===== src/hw/aimrc_consts.svh =====
// constants for the converter input mux and reference control block
`ifndef AIMRC_CONSTS_SVH
`define AIMRC_CONSTS_SVH

// -----------------------------------------------------------------
// register addresses and reset values
// -----------------------------------------------------------------
`define AIMRC_ADDR_INSEL     8'hBB
`define AIMRC_ADDR_REFCTL    8'hD1
`define AIMRC_INSEL_RESET    8'h1F
`define AIMRC_REFCTL_RESET   8'h18
`define AIMRC_INSEL_WMASK    8'h1F
`define AIMRC_REFCTL_WMASK   8'hBC
`define AIMRC_RDATA_NONE     8'h00

// -----------------------------------------------------------------
// field positions
// -----------------------------------------------------------------
`define AIMRC_INSEL_MSB      4
`define AIMRC_INSEL_LSB      0
`define AIMRC_REF_LEVEL_BIT  7
`define AIMRC_GND_SEL_BIT    5
`define AIMRC_REF_SRC_MSB    4
`define AIMRC_REF_SRC_LSB    3
`define AIMRC_TEMP_EN_BIT    2

// -----------------------------------------------------------------
// input select codes
// -----------------------------------------------------------------
`define AIMRC_CODE_EXT_LAST  5'h0F
`define AIMRC_CODE_INT_FIRST 5'h10
`define AIMRC_CODE_INT_LAST  5'h13
`define AIMRC_EXT_ONE        16'h0001
`define AIMRC_INT_ONE        4'h1

`endif


===== src/hw/aimrc_pkg.sv =====
// types for the converter input mux and reference control block
package aimrc_pkg;

  // reference source encoding, in field order
  typedef enum logic [1:0] {
    aimrc_ref_ext_pin,
    aimrc_ref_supply_pin,
    aimrc_ref_digital_1v8,
    aimrc_ref_internal
  } aimrc_ref_src_t;

endpackage


===== src/hw/aimrc_mux_decode.sv =====
// decoder from input select code to channel and internal source enables
`timescale 1ns/1ps
`include "aimrc_consts.svh"

module aimrc_mux_decode #(
  parameter int EXT_CHANNELS = 16,
  parameter int INT_SOURCES  = 4
) (
  input  wire logic [4:0]              code,
  output logic      [EXT_CHANNELS-1:0] ext_select,
  output logic      [INT_SOURCES-1:0]  int_select,
  output logic                         connected
);

  // -----------------------------------------------------------------
  // external channels and internal sources
  // -----------------------------------------------------------------
  genvar g;
  generate
    for (g = 0; g < EXT_CHANNELS; g++) begin : g_ext
      assign ext_select[g] = (code == 5'(g));
    end
    for (g = 0; g < INT_SOURCES; g++) begin : g_int
      assign int_select[g] = (code == (`AIMRC_CODE_INT_FIRST + 5'(g)));
    end
  endgenerate

  // -----------------------------------------------------------------
  // reserved codes select nothing
  // -----------------------------------------------------------------
  // reserved code disconnects
  assign connected = (code <= `AIMRC_CODE_INT_LAST);

endmodule


===== src/hw/aimrc_top.sv =====
// converter input mux select and voltage reference control registers
`timescale 1ns/1ps
`include "aimrc_consts.svh"

module aimrc_top #(
  parameter int EXT_CHANNELS = 16,
  parameter int INT_SOURCES  = 4
) (
  input  wire logic                        clk,
  input  wire logic                        sys_rst,
  input  wire logic [7:0]                  sfr_addr,
  input  wire logic [7:0]                  sfr_wdata,
  input  wire logic                        sfr_wr,
  input  wire logic                        sfr_rd,
  output logic      [7:0]                  sfr_rdata,
  output logic      [4:0]                  positive_input_select,
  output logic      [EXT_CHANNELS-1:0]     ext_channel_select,
  output logic      [INT_SOURCES-1:0]      internal_source_select,
  output logic                             positive_input_connected,
  output logic                             internal_ref_level,
  output logic                             ground_ref_select,
  output aimrc_pkg::aimrc_ref_src_t        reference_source_select,
  output logic                             temp_sensor_enable
);

  // -----------------------------------------------------------------
  // address decode
  // -----------------------------------------------------------------
  logic                    wr_insel;
  logic                    wr_refctl;
  logic [4:0]              next_sel;
  logic [EXT_CHANNELS-1:0] next_ext;
  logic [INT_SOURCES-1:0]  next_int;
  logic                    next_connected;

  assign wr_insel  = sfr_wr && (sfr_addr == `AIMRC_ADDR_INSEL);
  assign wr_refctl = sfr_wr && (sfr_addr == `AIMRC_ADDR_REFCTL);
  assign next_sel  = wr_insel ? sfr_wdata[`AIMRC_INSEL_MSB:`AIMRC_INSEL_LSB] : positive_input_select;

  // -----------------------------------------------------------------
  // input select decode
  // -----------------------------------------------------------------
  aimrc_mux_decode #(
    .EXT_CHANNELS (EXT_CHANNELS),
    .INT_SOURCES  (INT_SOURCES)
  ) u_decode (
    .code       (next_sel),
    .ext_select (next_ext),
    .int_select (next_int),
    .connected  (next_connected)
  );

  // -----------------------------------------------------------------
  // input select register
  // -----------------------------------------------------------------
  // decoded select registered
  always_ff @(posedge clk or posedge sys_rst) begin
    if (sys_rst) begin
      positive_input_select    <= 5'(`AIMRC_INSEL_RESET);
      ext_channel_select       <= '0;
      internal_source_select   <= '0;
      positive_input_connected <= 1'b0;
    end else begin
      positive_input_select    <= next_sel;
      ext_channel_select       <= next_ext;
      internal_source_select   <= next_int;
      positive_input_connected <= next_connected;
    end
  end

  // -----------------------------------------------------------------
  // reference control register
  // -----------------------------------------------------------------
  // field stores
  always_ff @(posedge clk or posedge sys_rst) begin
    if (sys_rst) begin
      internal_ref_level      <= 1'(`AIMRC_REFCTL_RESET >> `AIMRC_REF_LEVEL_BIT);
      ground_ref_select       <= 1'(`AIMRC_REFCTL_RESET >> `AIMRC_GND_SEL_BIT);
      reference_source_select <= aimrc_pkg::aimrc_ref_src_t'(2'(`AIMRC_REFCTL_RESET >> `AIMRC_REF_SRC_LSB));
      temp_sensor_enable      <= 1'(`AIMRC_REFCTL_RESET >> `AIMRC_TEMP_EN_BIT);
    end else if (wr_refctl) begin
      internal_ref_level      <= sfr_wdata[`AIMRC_REF_LEVEL_BIT];
      ground_ref_select       <= sfr_wdata[`AIMRC_GND_SEL_BIT];
      reference_source_select <= aimrc_pkg::aimrc_ref_src_t'(sfr_wdata[`AIMRC_REF_SRC_MSB:`AIMRC_REF_SRC_LSB]);
      temp_sensor_enable      <= sfr_wdata[`AIMRC_TEMP_EN_BIT];
    end
  end

  // -----------------------------------------------------------------
  // read data
  // -----------------------------------------------------------------
  logic [7:0] refctl_view;

  always_comb begin
    refctl_view = '0;
    refctl_view[`AIMRC_REF_LEVEL_BIT] = internal_ref_level;
    refctl_view[`AIMRC_GND_SEL_BIT]   = ground_ref_select;
    refctl_view[`AIMRC_REF_SRC_MSB:`AIMRC_REF_SRC_LSB] = reference_source_select;
    refctl_view[`AIMRC_TEMP_EN_BIT]   = temp_sensor_enable;
  end

  // reserved bits read zero
  always_ff @(posedge clk or posedge sys_rst) begin
    if (sys_rst) begin
      sfr_rdata <= `AIMRC_RDATA_NONE;
    end else if (sfr_rd) begin
      unique case (sfr_addr)
        `AIMRC_ADDR_INSEL: begin
          sfr_rdata <= {3'h0, positive_input_select} & `AIMRC_INSEL_WMASK;
        end
        `AIMRC_ADDR_REFCTL: begin
          sfr_rdata <= refctl_view & `AIMRC_REFCTL_WMASK;
        end
        default: begin
          sfr_rdata <= `AIMRC_RDATA_NONE;
        end
      endcase
    end
  end

  // -----------------------------------------------------------------
  // checks
  // -----------------------------------------------------------------
  property p_ext_channel;
    @(posedge clk) disable iff (sys_rst)
      (positive_input_select <= `AIMRC_CODE_EXT_LAST) |->
        (ext_channel_select == (`AIMRC_EXT_ONE << positive_input_select))
        && (internal_source_select == '0) && positive_input_connected;
  endproperty
  a_ext_channel: assert property (p_ext_channel) else $error("external channel decode wrong");

  property p_int_source;
    @(posedge clk) disable iff (sys_rst)
      (positive_input_select >= `AIMRC_CODE_INT_FIRST && positive_input_select <= `AIMRC_CODE_INT_LAST) |->
        (internal_source_select == (`AIMRC_INT_ONE << positive_input_select[1:0]))
        && (ext_channel_select == '0) && positive_input_connected;
  endproperty
  a_int_source: assert property (p_int_source) else $error("internal source decode wrong");

  property p_reserved_code;
    @(posedge clk) disable iff (sys_rst)
      (positive_input_select > `AIMRC_CODE_INT_LAST) |->
        (ext_channel_select == '0) && (internal_source_select == '0) && !positive_input_connected;
  endproperty
  a_reserved_code: assert property (p_reserved_code) else $error("reserved code connects an input");

  property p_ref_level;
    @(posedge clk) disable iff (sys_rst)
      wr_refctl |=> (internal_ref_level == $past(sfr_wdata[`AIMRC_REF_LEVEL_BIT]));
  endproperty
  a_ref_level: assert property (p_ref_level) else $error("reference level not taken");

  property p_gnd_sel;
    @(posedge clk) disable iff (sys_rst)
      wr_refctl ##1 !wr_refctl |=> $stable(ground_ref_select)
        && (ground_ref_select == $past(sfr_wdata[`AIMRC_GND_SEL_BIT], 2));
  endproperty
  a_gnd_sel: assert property (p_gnd_sel) else $error("ground select not held");

  property p_ref_src;
    @(posedge clk) disable iff (sys_rst)
      wr_refctl |=> (reference_source_select == $past(sfr_wdata[`AIMRC_REF_SRC_MSB:`AIMRC_REF_SRC_LSB]));
  endproperty
  a_ref_src: assert property (p_ref_src) else $error("reference source not taken");

  property p_temp_en;
    @(posedge clk) disable iff (sys_rst)
      !wr_refctl |=> $stable(temp_sensor_enable);
  endproperty
  a_temp_en: assert property (p_temp_en) else $error("temp enable changed without write");

  property p_sel_update;
    @(posedge clk) disable iff (sys_rst)
      wr_insel |=> (positive_input_select == $past(sfr_wdata[`AIMRC_INSEL_MSB:`AIMRC_INSEL_LSB]))
        ##1 $stable(positive_input_select) || $past(wr_insel);
  endproperty
  a_sel_update: assert property (p_sel_update) else $error("select not updated after write");

  property p_temp_take;
    @(posedge clk) disable iff (sys_rst)
      wr_refctl |=> (temp_sensor_enable == $past(sfr_wdata[`AIMRC_TEMP_EN_BIT]));
  endproperty
  a_temp_take: assert property (p_temp_take) else $error("temp enable not taken");

  property p_refctl_hold;
    @(posedge clk) disable iff (sys_rst)
      !wr_refctl |=> $stable(internal_ref_level) && $stable(ground_ref_select)
        && $stable(reference_source_select);
  endproperty
  a_refctl_hold: assert property (p_refctl_hold) else $error("reference fields changed without write");

  property p_sel_hold;
    @(posedge clk) disable iff (sys_rst)
      !wr_insel |=> $stable(positive_input_select);
  endproperty
  a_sel_hold: assert property (p_sel_hold) else $error("select changed without write");

  property p_rd_insel;
    @(posedge clk) disable iff (sys_rst)
      (sfr_rd && sfr_addr == `AIMRC_ADDR_INSEL) |=>
        (sfr_rdata == {3'h0, $past(positive_input_select)});
  endproperty
  a_rd_insel: assert property (p_rd_insel) else $error("input select read back wrong");

  property p_rd_refctl;
    @(posedge clk) disable iff (sys_rst)
      (sfr_rd && sfr_addr == `AIMRC_ADDR_REFCTL) |=>
        (sfr_rdata[`AIMRC_REF_LEVEL_BIT] == $past(internal_ref_level))
        && (sfr_rdata[`AIMRC_GND_SEL_BIT] == $past(ground_ref_select))
        && (sfr_rdata[`AIMRC_REF_SRC_MSB:`AIMRC_REF_SRC_LSB] == $past(reference_source_select))
        && (sfr_rdata[`AIMRC_TEMP_EN_BIT] == $past(temp_sensor_enable))
        && ((sfr_rdata & ~`AIMRC_REFCTL_WMASK) == `AIMRC_RDATA_NONE);
  endproperty
  a_rd_refctl: assert property (p_rd_refctl) else $error("reference control read back wrong");

endmodule


===== config.mk =====
export PLATFORM = sky130hd
export DESIGN_NAME = aimrc_top
export DESIGN_NICKNAME = d
export VERILOG_FILES = /design/src/hw/aimrc_pkg.sv /design/src/hw/aimrc_mux_decode.sv /design/src/hw/aimrc_top.sv
export VERILOG_INCLUDE_DIRS = /design/src /design/src/hw
export SDC_FILE = /design/constraint.sdc
export NUM_CORES = 1
export LEC_CHECK = 0
export ABC_AREA = 0
export BUFFER_PORTS_ARGS = -buffer_cell sky130_fd_sc_hd__buf_2
export CORE_UTILIZATION = 42
export CTS_CLUSTER_SIZE = 20
export DETAILED_ROUTE_END_ITERATION = 6
export PLACE_DENSITY = 0.7
export SLEW_MARGIN = 15
export SYNTH_ARGS = -nofsm -noshare
export SYNTH_HDL_FRONTEND = slang
export SYNTH_HIERARCHICAL = 1
export SYNTH_SLANG_ARGS = --single-unit

===== constraint.sdc =====
create_clock -name clk -period 1.3 [get_ports clk]
set_input_delay 0 -clock clk [delete_from_list [all_inputs] [get_ports clk]]
set_output_delay 0 -clock clk [all_outputs]
set_load 0.02 [all_outputs]

# Word level (Yosys, flattened, before mapping)
# Cells that the tools add are included.
[totals] in_bits=20 ff_bits=39 elab_cells=36 output_inout_bits=39 latchBits=0 rom_bits=0 memories=0 mem_bits_rw=0
[classes] shifts=0 reduce_logical=3 div=0 bitwise_logic=0 order_cmp=1 addsub=0 multipliers=0 n_eq_ne=21 muxes=2
[op_table] operator="5-bit by 4-bit equality test with 1-bit output (second input constant)" n=8
[op_table] operator="5-bit by 3-bit equality test with 1-bit output (second input constant)" n=4
[op_table] operator="5-bit equality test (second input constant)" n=4
[op_table] operator="8-bit equality test (second input constant)" n=2
[op_table] operator="8-bit one-hot mux with 2 select lines" n=1
[op_table] operator="5-bit by 2-bit equality test with 1-bit output (second input constant)" n=2
[op_table] operator="5-bit by 1-bit equality test with 1-bit output (second input constant)" n=1
[op_table] operator="5-bit less-or-equal comparator (second input constant)" n=1
[op_table] operator="5-bit logical NOT" n=1
[op_table] operator="5-bit 2-to-1 mux" n=1
[op_table] operator="1-bit logical AND" n=2

# Depth between registers and ports, before layout
[logic_depth] ltp_word=4 depth_mapped=7 mapped_depth_nobuf=5

# Cells and area by module
# Netlist, hierarchy kept.
[modules_own_cells] mod="aimrc_top" area_each_um2=1266.2 seq_area_each_um2=959.7 cells_each=70 instances=1
[modules_own_cells] mod="aimrc_mux_decode" area_each_um2=180.2 seq_area_each_um2=0.0 cells_each=34 instances=1

# Least setup slack after synthesis
# OpenSTA, ideal clock, no wires.
[synth_path] path_type="input to register" startpoint="in sfr_addr[2]" endpoint="reg internal_source_select[2]" cell_stages=6 path_slack_ps=-164 required_ps=1228 setup_time_ps=72 n_path_buf=1 t_arrival_ps=1392 path_cell_list="and4b_1 -> nand3_2 -> mux2_2 -> buf_6 -> or3b_1 -> nor2_1"
[synth_between] elab_chain_len=4
[synth_rtl] item="from (decl)" line="aimrc_top.sv:11" rtl="input wire logic [7:0] sfr_addr,"
[synth_rtl] item="8-bit equality test"
[synth_rtl] item="1-bit logical AND" line="aimrc_top.sv:36" rtl="assign wr_insel = sfr_wr && (sfr_addr == `AIMRC_ADDR_INSEL);"
[synth_rtl] item="5-bit 2-to-1 mux" line="aimrc_top.sv:38" rtl="assign next_sel = wr_insel ? sfr_wdata[`AIMRC_INSEL_MSB:`AIMRC_INSEL_LSB] : positive_input_select;"
[synth_rtl] item="net next_sel[0]" line="aimrc_top.sv:31" rtl="logic [4:0] next_sel;"
[synth_rtl] item="5-bit equality test" line="aimrc_mux_decode.sv:24" rtl="assign int_select[g] = (code == (`AIMRC_CODE_INT_FIRST + 5'(g)));"
[synth_rtl] item="net next_int[2]" line="aimrc_top.sv:33" rtl="logic [INT_SOURCES-1:0] next_int;"
[synth_rtl] item="to (signal assigned)" line="aimrc_top.sv:66" rtl="internal_source_select <= next_int;"
[synth_rtl] item="to (decl)" line="aimrc_top.sv:18" rtl="output logic [INT_SOURCES-1:0] internal_source_select,"
# The timed path passes the listed nets, and every way through them passes these cells.
# A chain may end at the register's enable or synchronous reset.

# Worst setup path after layout
[layout_path] startpoint="reg positive_input_select[0]" endpoint="reg ext_channel_select[1]"
[layout_between] elab_chain_len=2
[layout_rtl] item="from (decl)" line="aimrc_top.sv:16" rtl="output logic [4:0] positive_input_select,"
[layout_rtl] item="from (signal assigned)" line="aimrc_top.sv:59" rtl="positive_input_select <= 5'(`AIMRC_INSEL_RESET);"
[layout_rtl] item="from (signal assigned)" line="aimrc_top.sv:64" rtl="positive_input_select <= next_sel;"
[layout_rtl] item="5-bit 2-to-1 mux" line="aimrc_top.sv:38"
[layout_rtl] item="net next_sel[0]" line="aimrc_top.sv:31"
[layout_rtl] item="5-bit by 1-bit equality test with 1-bit output" line="aimrc_mux_decode.sv:21" rtl="assign ext_select[g] = (code == 5'(g));"
[layout_rtl] item="net next_ext[1]" line="aimrc_top.sv:32" rtl="logic [EXT_CHANNELS-1:0] next_ext;"
[layout_rtl] item="to (signal assigned)" line="aimrc_top.sv:65" rtl="ext_channel_select <= next_ext;"
[layout_rtl] item="to (decl)" line="aimrc_top.sv:17" rtl="output logic [EXT_CHANNELS-1:0] ext_channel_select,"
# The timed path passes the listed nets, and every way through them passes these cells.

==> summary by stage <==
Cells and area
The repair_antennas step left the layout with diodes totalling 0. The layout has 258 filler cells. The area growth from synthesis to layout is 43.86%.

The share of layout cells above drive strength 1 is 0.6000. The net count of the finished layout is 204. The fraction of the core area covered by cells at the end of the flow is 0.6599.

STA
Across all hold checks on the routed design, the worst slack comes to 0.07615 ns. The final-report hold violation count was 0. Clock skew on the completed layout was measured at 0.006239 ns. The max-slew violation total from the final report is 0.

Dividing the final minimum period by the clock period gives 1.000. In the post-route analysis, the smallest setup slack over all paths is -0.0003850 ns. Setup violations remaining at the end of the flow were counted as 1. Summed over all failing endpoints, the final setup total negative slack is -0.0003850 ns.

Setup repair after global routing could not meet its margin everywhere. The time the final worst path needs with I/O delays and setup is 1.300 ns. The maximum clock frequency is 769.0 MHz.

Routing
Once detail routing completed, the nets flagged for antenna violations numbered 0. Wires add up to 3267 um. For this run, design rule violations remaining after detail routing come to 0. The first routing iteration left 35 violations.

The first-pass iteration count of the detailed router is 4. The mean routed wirelength per cell is 14.27 um. Detailed routing inserted a total of 1107 vias. Dividing the detail-routed via count by the number of cells gives 4.834.

Floorplan
The starting utilization of the core area is 0.4587. The area enclosed by the die boundary is 3683 um^2. The cell row count is 20. The core outline area is 3153 um^2.

The height of the die is 60.69 um. From left edge to right edge, the die measures 60.69 um. The I/O pin count is 59.

Worst setup path
The critical path capture point type is a flip-flop. The signal arrival time at the worst endpoint is 1.58 ns. The sort of element at the start of the critical path is a flip-flop. By startpoint and endpoint, the worst setup path is classified as reg -> reg. The maximum fanout along the worst path is 6.

At the worst endpoint, the required time is 1.58 ns.

Placement
At the end of routability-driven placement, the weighted congestion stood at 0.8046. Summed over all nets, the half-perimeter wirelength after detailed placement is 2318 um. The number of buffers inserted by port buffering is 56. Prior to clock tree synthesis, the placed netlist has a worst setup slack of -0.2286 ns.

Clock network
The later pin in the worst-skew pair is clocked with a latency of 0.34 ns. The clock passes through at most 2 buffers. The CTS H-tree depth is 2.

The CTS buffer count is 5. TritonCTS built the clock tree. The post-CTS clock slew at the launch and capture registers of the worst setup and hold paths is 0.11 ns. The master cell of the clock root buffer is clkbuf_4.

Counting every sink on the clock net gives 38.

Yosys
By area the synthesized netlist is led by dfrtp_1 54%, dfstp_2 13%, mux2_2 7.8%. The count of distinct cell types in the synthesized netlist is 26. The Yosys step of the flow raised 6 warnings.

The share of the yosys chip area belonging to registers is 0.6635. Synthesis produced a netlist with a net count of 124. The mapped netlist covers 1446 um^2. The share of synthesized area in the top cell type comes to 0.5363. A synthesized cell averages 13.91 um^2. The number of cells produced by synthesis is 104. Synthesis inferred 38 register bits. The top cell type by total area after synthesis is dfrtp_1.

GRT
The total congestion overflow after global routing is 0. In the global route stage, overall resource usage came out at 0.2013. The first global-routing pass estimated 5161 um of wire. Entering global routing, the biggest net connects 29 pins. The initial antenna violation count is 0. The number of global-route vias before repair is 1077.

Run status
The run finished, with violations left. The final reports fail on setup timing.

Power
Across the VDD grid, the largest voltage drop is 685.5 uV. The leakage power is 1.091 nW. For this design the ratio of total power to cell area is 1037 nW/um^2.

Min path
The type of the worst min-delay path is in -> reg.

Run
The tool flagged a number of max-cap violations equal to 0.
==> cells in the final DEF, fill, tap and decap left out <==
master	netlist	routed
nor2_2	0	3
or3b_4	0	2
dfrtp_1	31	31
nand2b_1	3	2
or3_4	0	1
nor3_2	0	4
nor3_1	8	4
clkinv_2	0	1
buf_2	1	56
nand2_1	2	2
clkinvlp_4	0	1
nor2_4	0	1
dfstp_2	7	7
a22oi_1	3	3
o21ai_0	1	1
conb_1	1	1
o2bb2ai_1	3	3
nor4b_4	1	1
mux2_4	0	4
inv_1	3	3
dlygate4sd3_1	0	9
clkbuf_4	0	5
clkbuf_8	0	1
and2_1	1	1
or2_4	0	1
nand3_4	1	2
a32o_1	4	4
and4b_2	0	1
buf_12	0	1
nand2b_2	0	1
nand3b_1	1	1
mux2_2	10	6
nor2_1	12	8
buf_4	1	12
and4b_1	2	1
==> power breakdown <==
group          internal, mW  total (mW)  switching, mW  leakage (nW)
Combinational         0.125       0.283          0.158         0.562
Sequential             1.22        1.23         0.0148         0.495
Clock                 0.260       0.641          0.381        0.0343
==> cells in the mapped netlist <==
cell type / instances
nand3_2: 1
nand2b_1: 3
buf_2: 1
or2_2: 1
and2_1: 1
or3_1: 1
inv_1: 3
and4b_1: 2
conb_1: 1
a32o_1: 4
nand3_4: 1
buf_6: 2
nor2_1: 12
buf_4: 1
nor3_1: 8
nand3b_1: 1
mux2_2: 10
or3b_1: 2
o21ai_0: 1
nand2_1: 2
nor4b_4: 1
clkbuf_1: 1
dfrtp_1: 31
dfstp_2: 7
a22oi_1: 3
o2bb2ai_1: 3
==> metrics by stage <==
| step | area (um^2) | power (mW) | instances |
|---|---|---|---|
| final | 2081 | 2.158 | 229 |
| after floorplan | 1485 | 1.400 | 104 |
| after CTS | 2051 | 2.180 | 228 |
| after global routing | 2081 | 2.259 | 229 |
| after global placement | 1869 | 1.495 | 210 |
| after detailed placement | 1869 | 1.501 | 210 |
==> cell type report <==
cell class | instances | area (um^2) | share of cell area
flip-flops and latches | 38 | 959.7 | 0.4612
multi-input cells | 58 | 510.5 | 0.2453
inverters | 3 | 11.26 | 0.005412
repair buffers | 78 | 480.5 | 0.2309
clock buffers | 6 | 51.30 | 0.02465
clock inverters | 2 | 12.51 | 0.006013
well taps | 44 | 55.05 | 0.02646
==> repair_timing <==
action / in CTS / in global routing
hold buffers: 9 / 0
buffers inserted: 1 / 1
hold endpoints to repair: 22 / 0
pin swaps: 1 / 1
gates resized for setup: 6 / 6
cloned: 0 / 0
setup endpoints to repair: 7 / 13
==> kinds of logic after synthesis <==
| family | synth area share |
|---|---|
| AOI/OAI and AO/OA | 0.06488 |
| muxes | 0.07786 |
| DFF | 0.6635 |
| other | 0.002593 |
| buffers and inverters | 0.03460 |
| and+or+nand+nor | 0.1566 |
==> worst max-delay path, stage by stage (launching register included) <==
cell and delay [ns]:
dfstp_2 0.54, mux2_4 0.18, or3b_4 0.41, nor2_2 0.11
==> worst paths after layout <==
kind                                          startpoint                    endpoint  slack, ns  cells after the start
worst min-delay path                              sfr_wr  reference_source_select[0]       0.08                      3
worst max register to register  positive_input_select[0]       ext_channel_select[1]    -0.0004                      3
min in group asynchronous                        sys_rst          internal_ref_level       0.20                      3
worst min register to register              sfr_rdata[2]                sfr_rdata[2]       0.50                      1
max in group asynchronous                        sys_rst    positive_input_select[3]       0.52                      4
worst max-delay path            positive_input_select[0]       ext_channel_select[1]    -0.0004                      3
==> flip-flops by register name (all words and copies together), names as in the netlist, 2 cells and up <==
name                     cells
internal_source_select       4
sfr_rdata                    7
ext_channel_select          16
positive_input_select        5
reference_source_select      2
==> layer usage <==
metal  global-route usage  vias up  share of wire
met3              0.06823        2          0.071
met1               0.2430      535           0.42
met2               0.3485       50           0.50
met5                    0        -              0
met4              0.04870        0         0.0073
li1                     -      520              -
(Power assumes the default switching activity.)
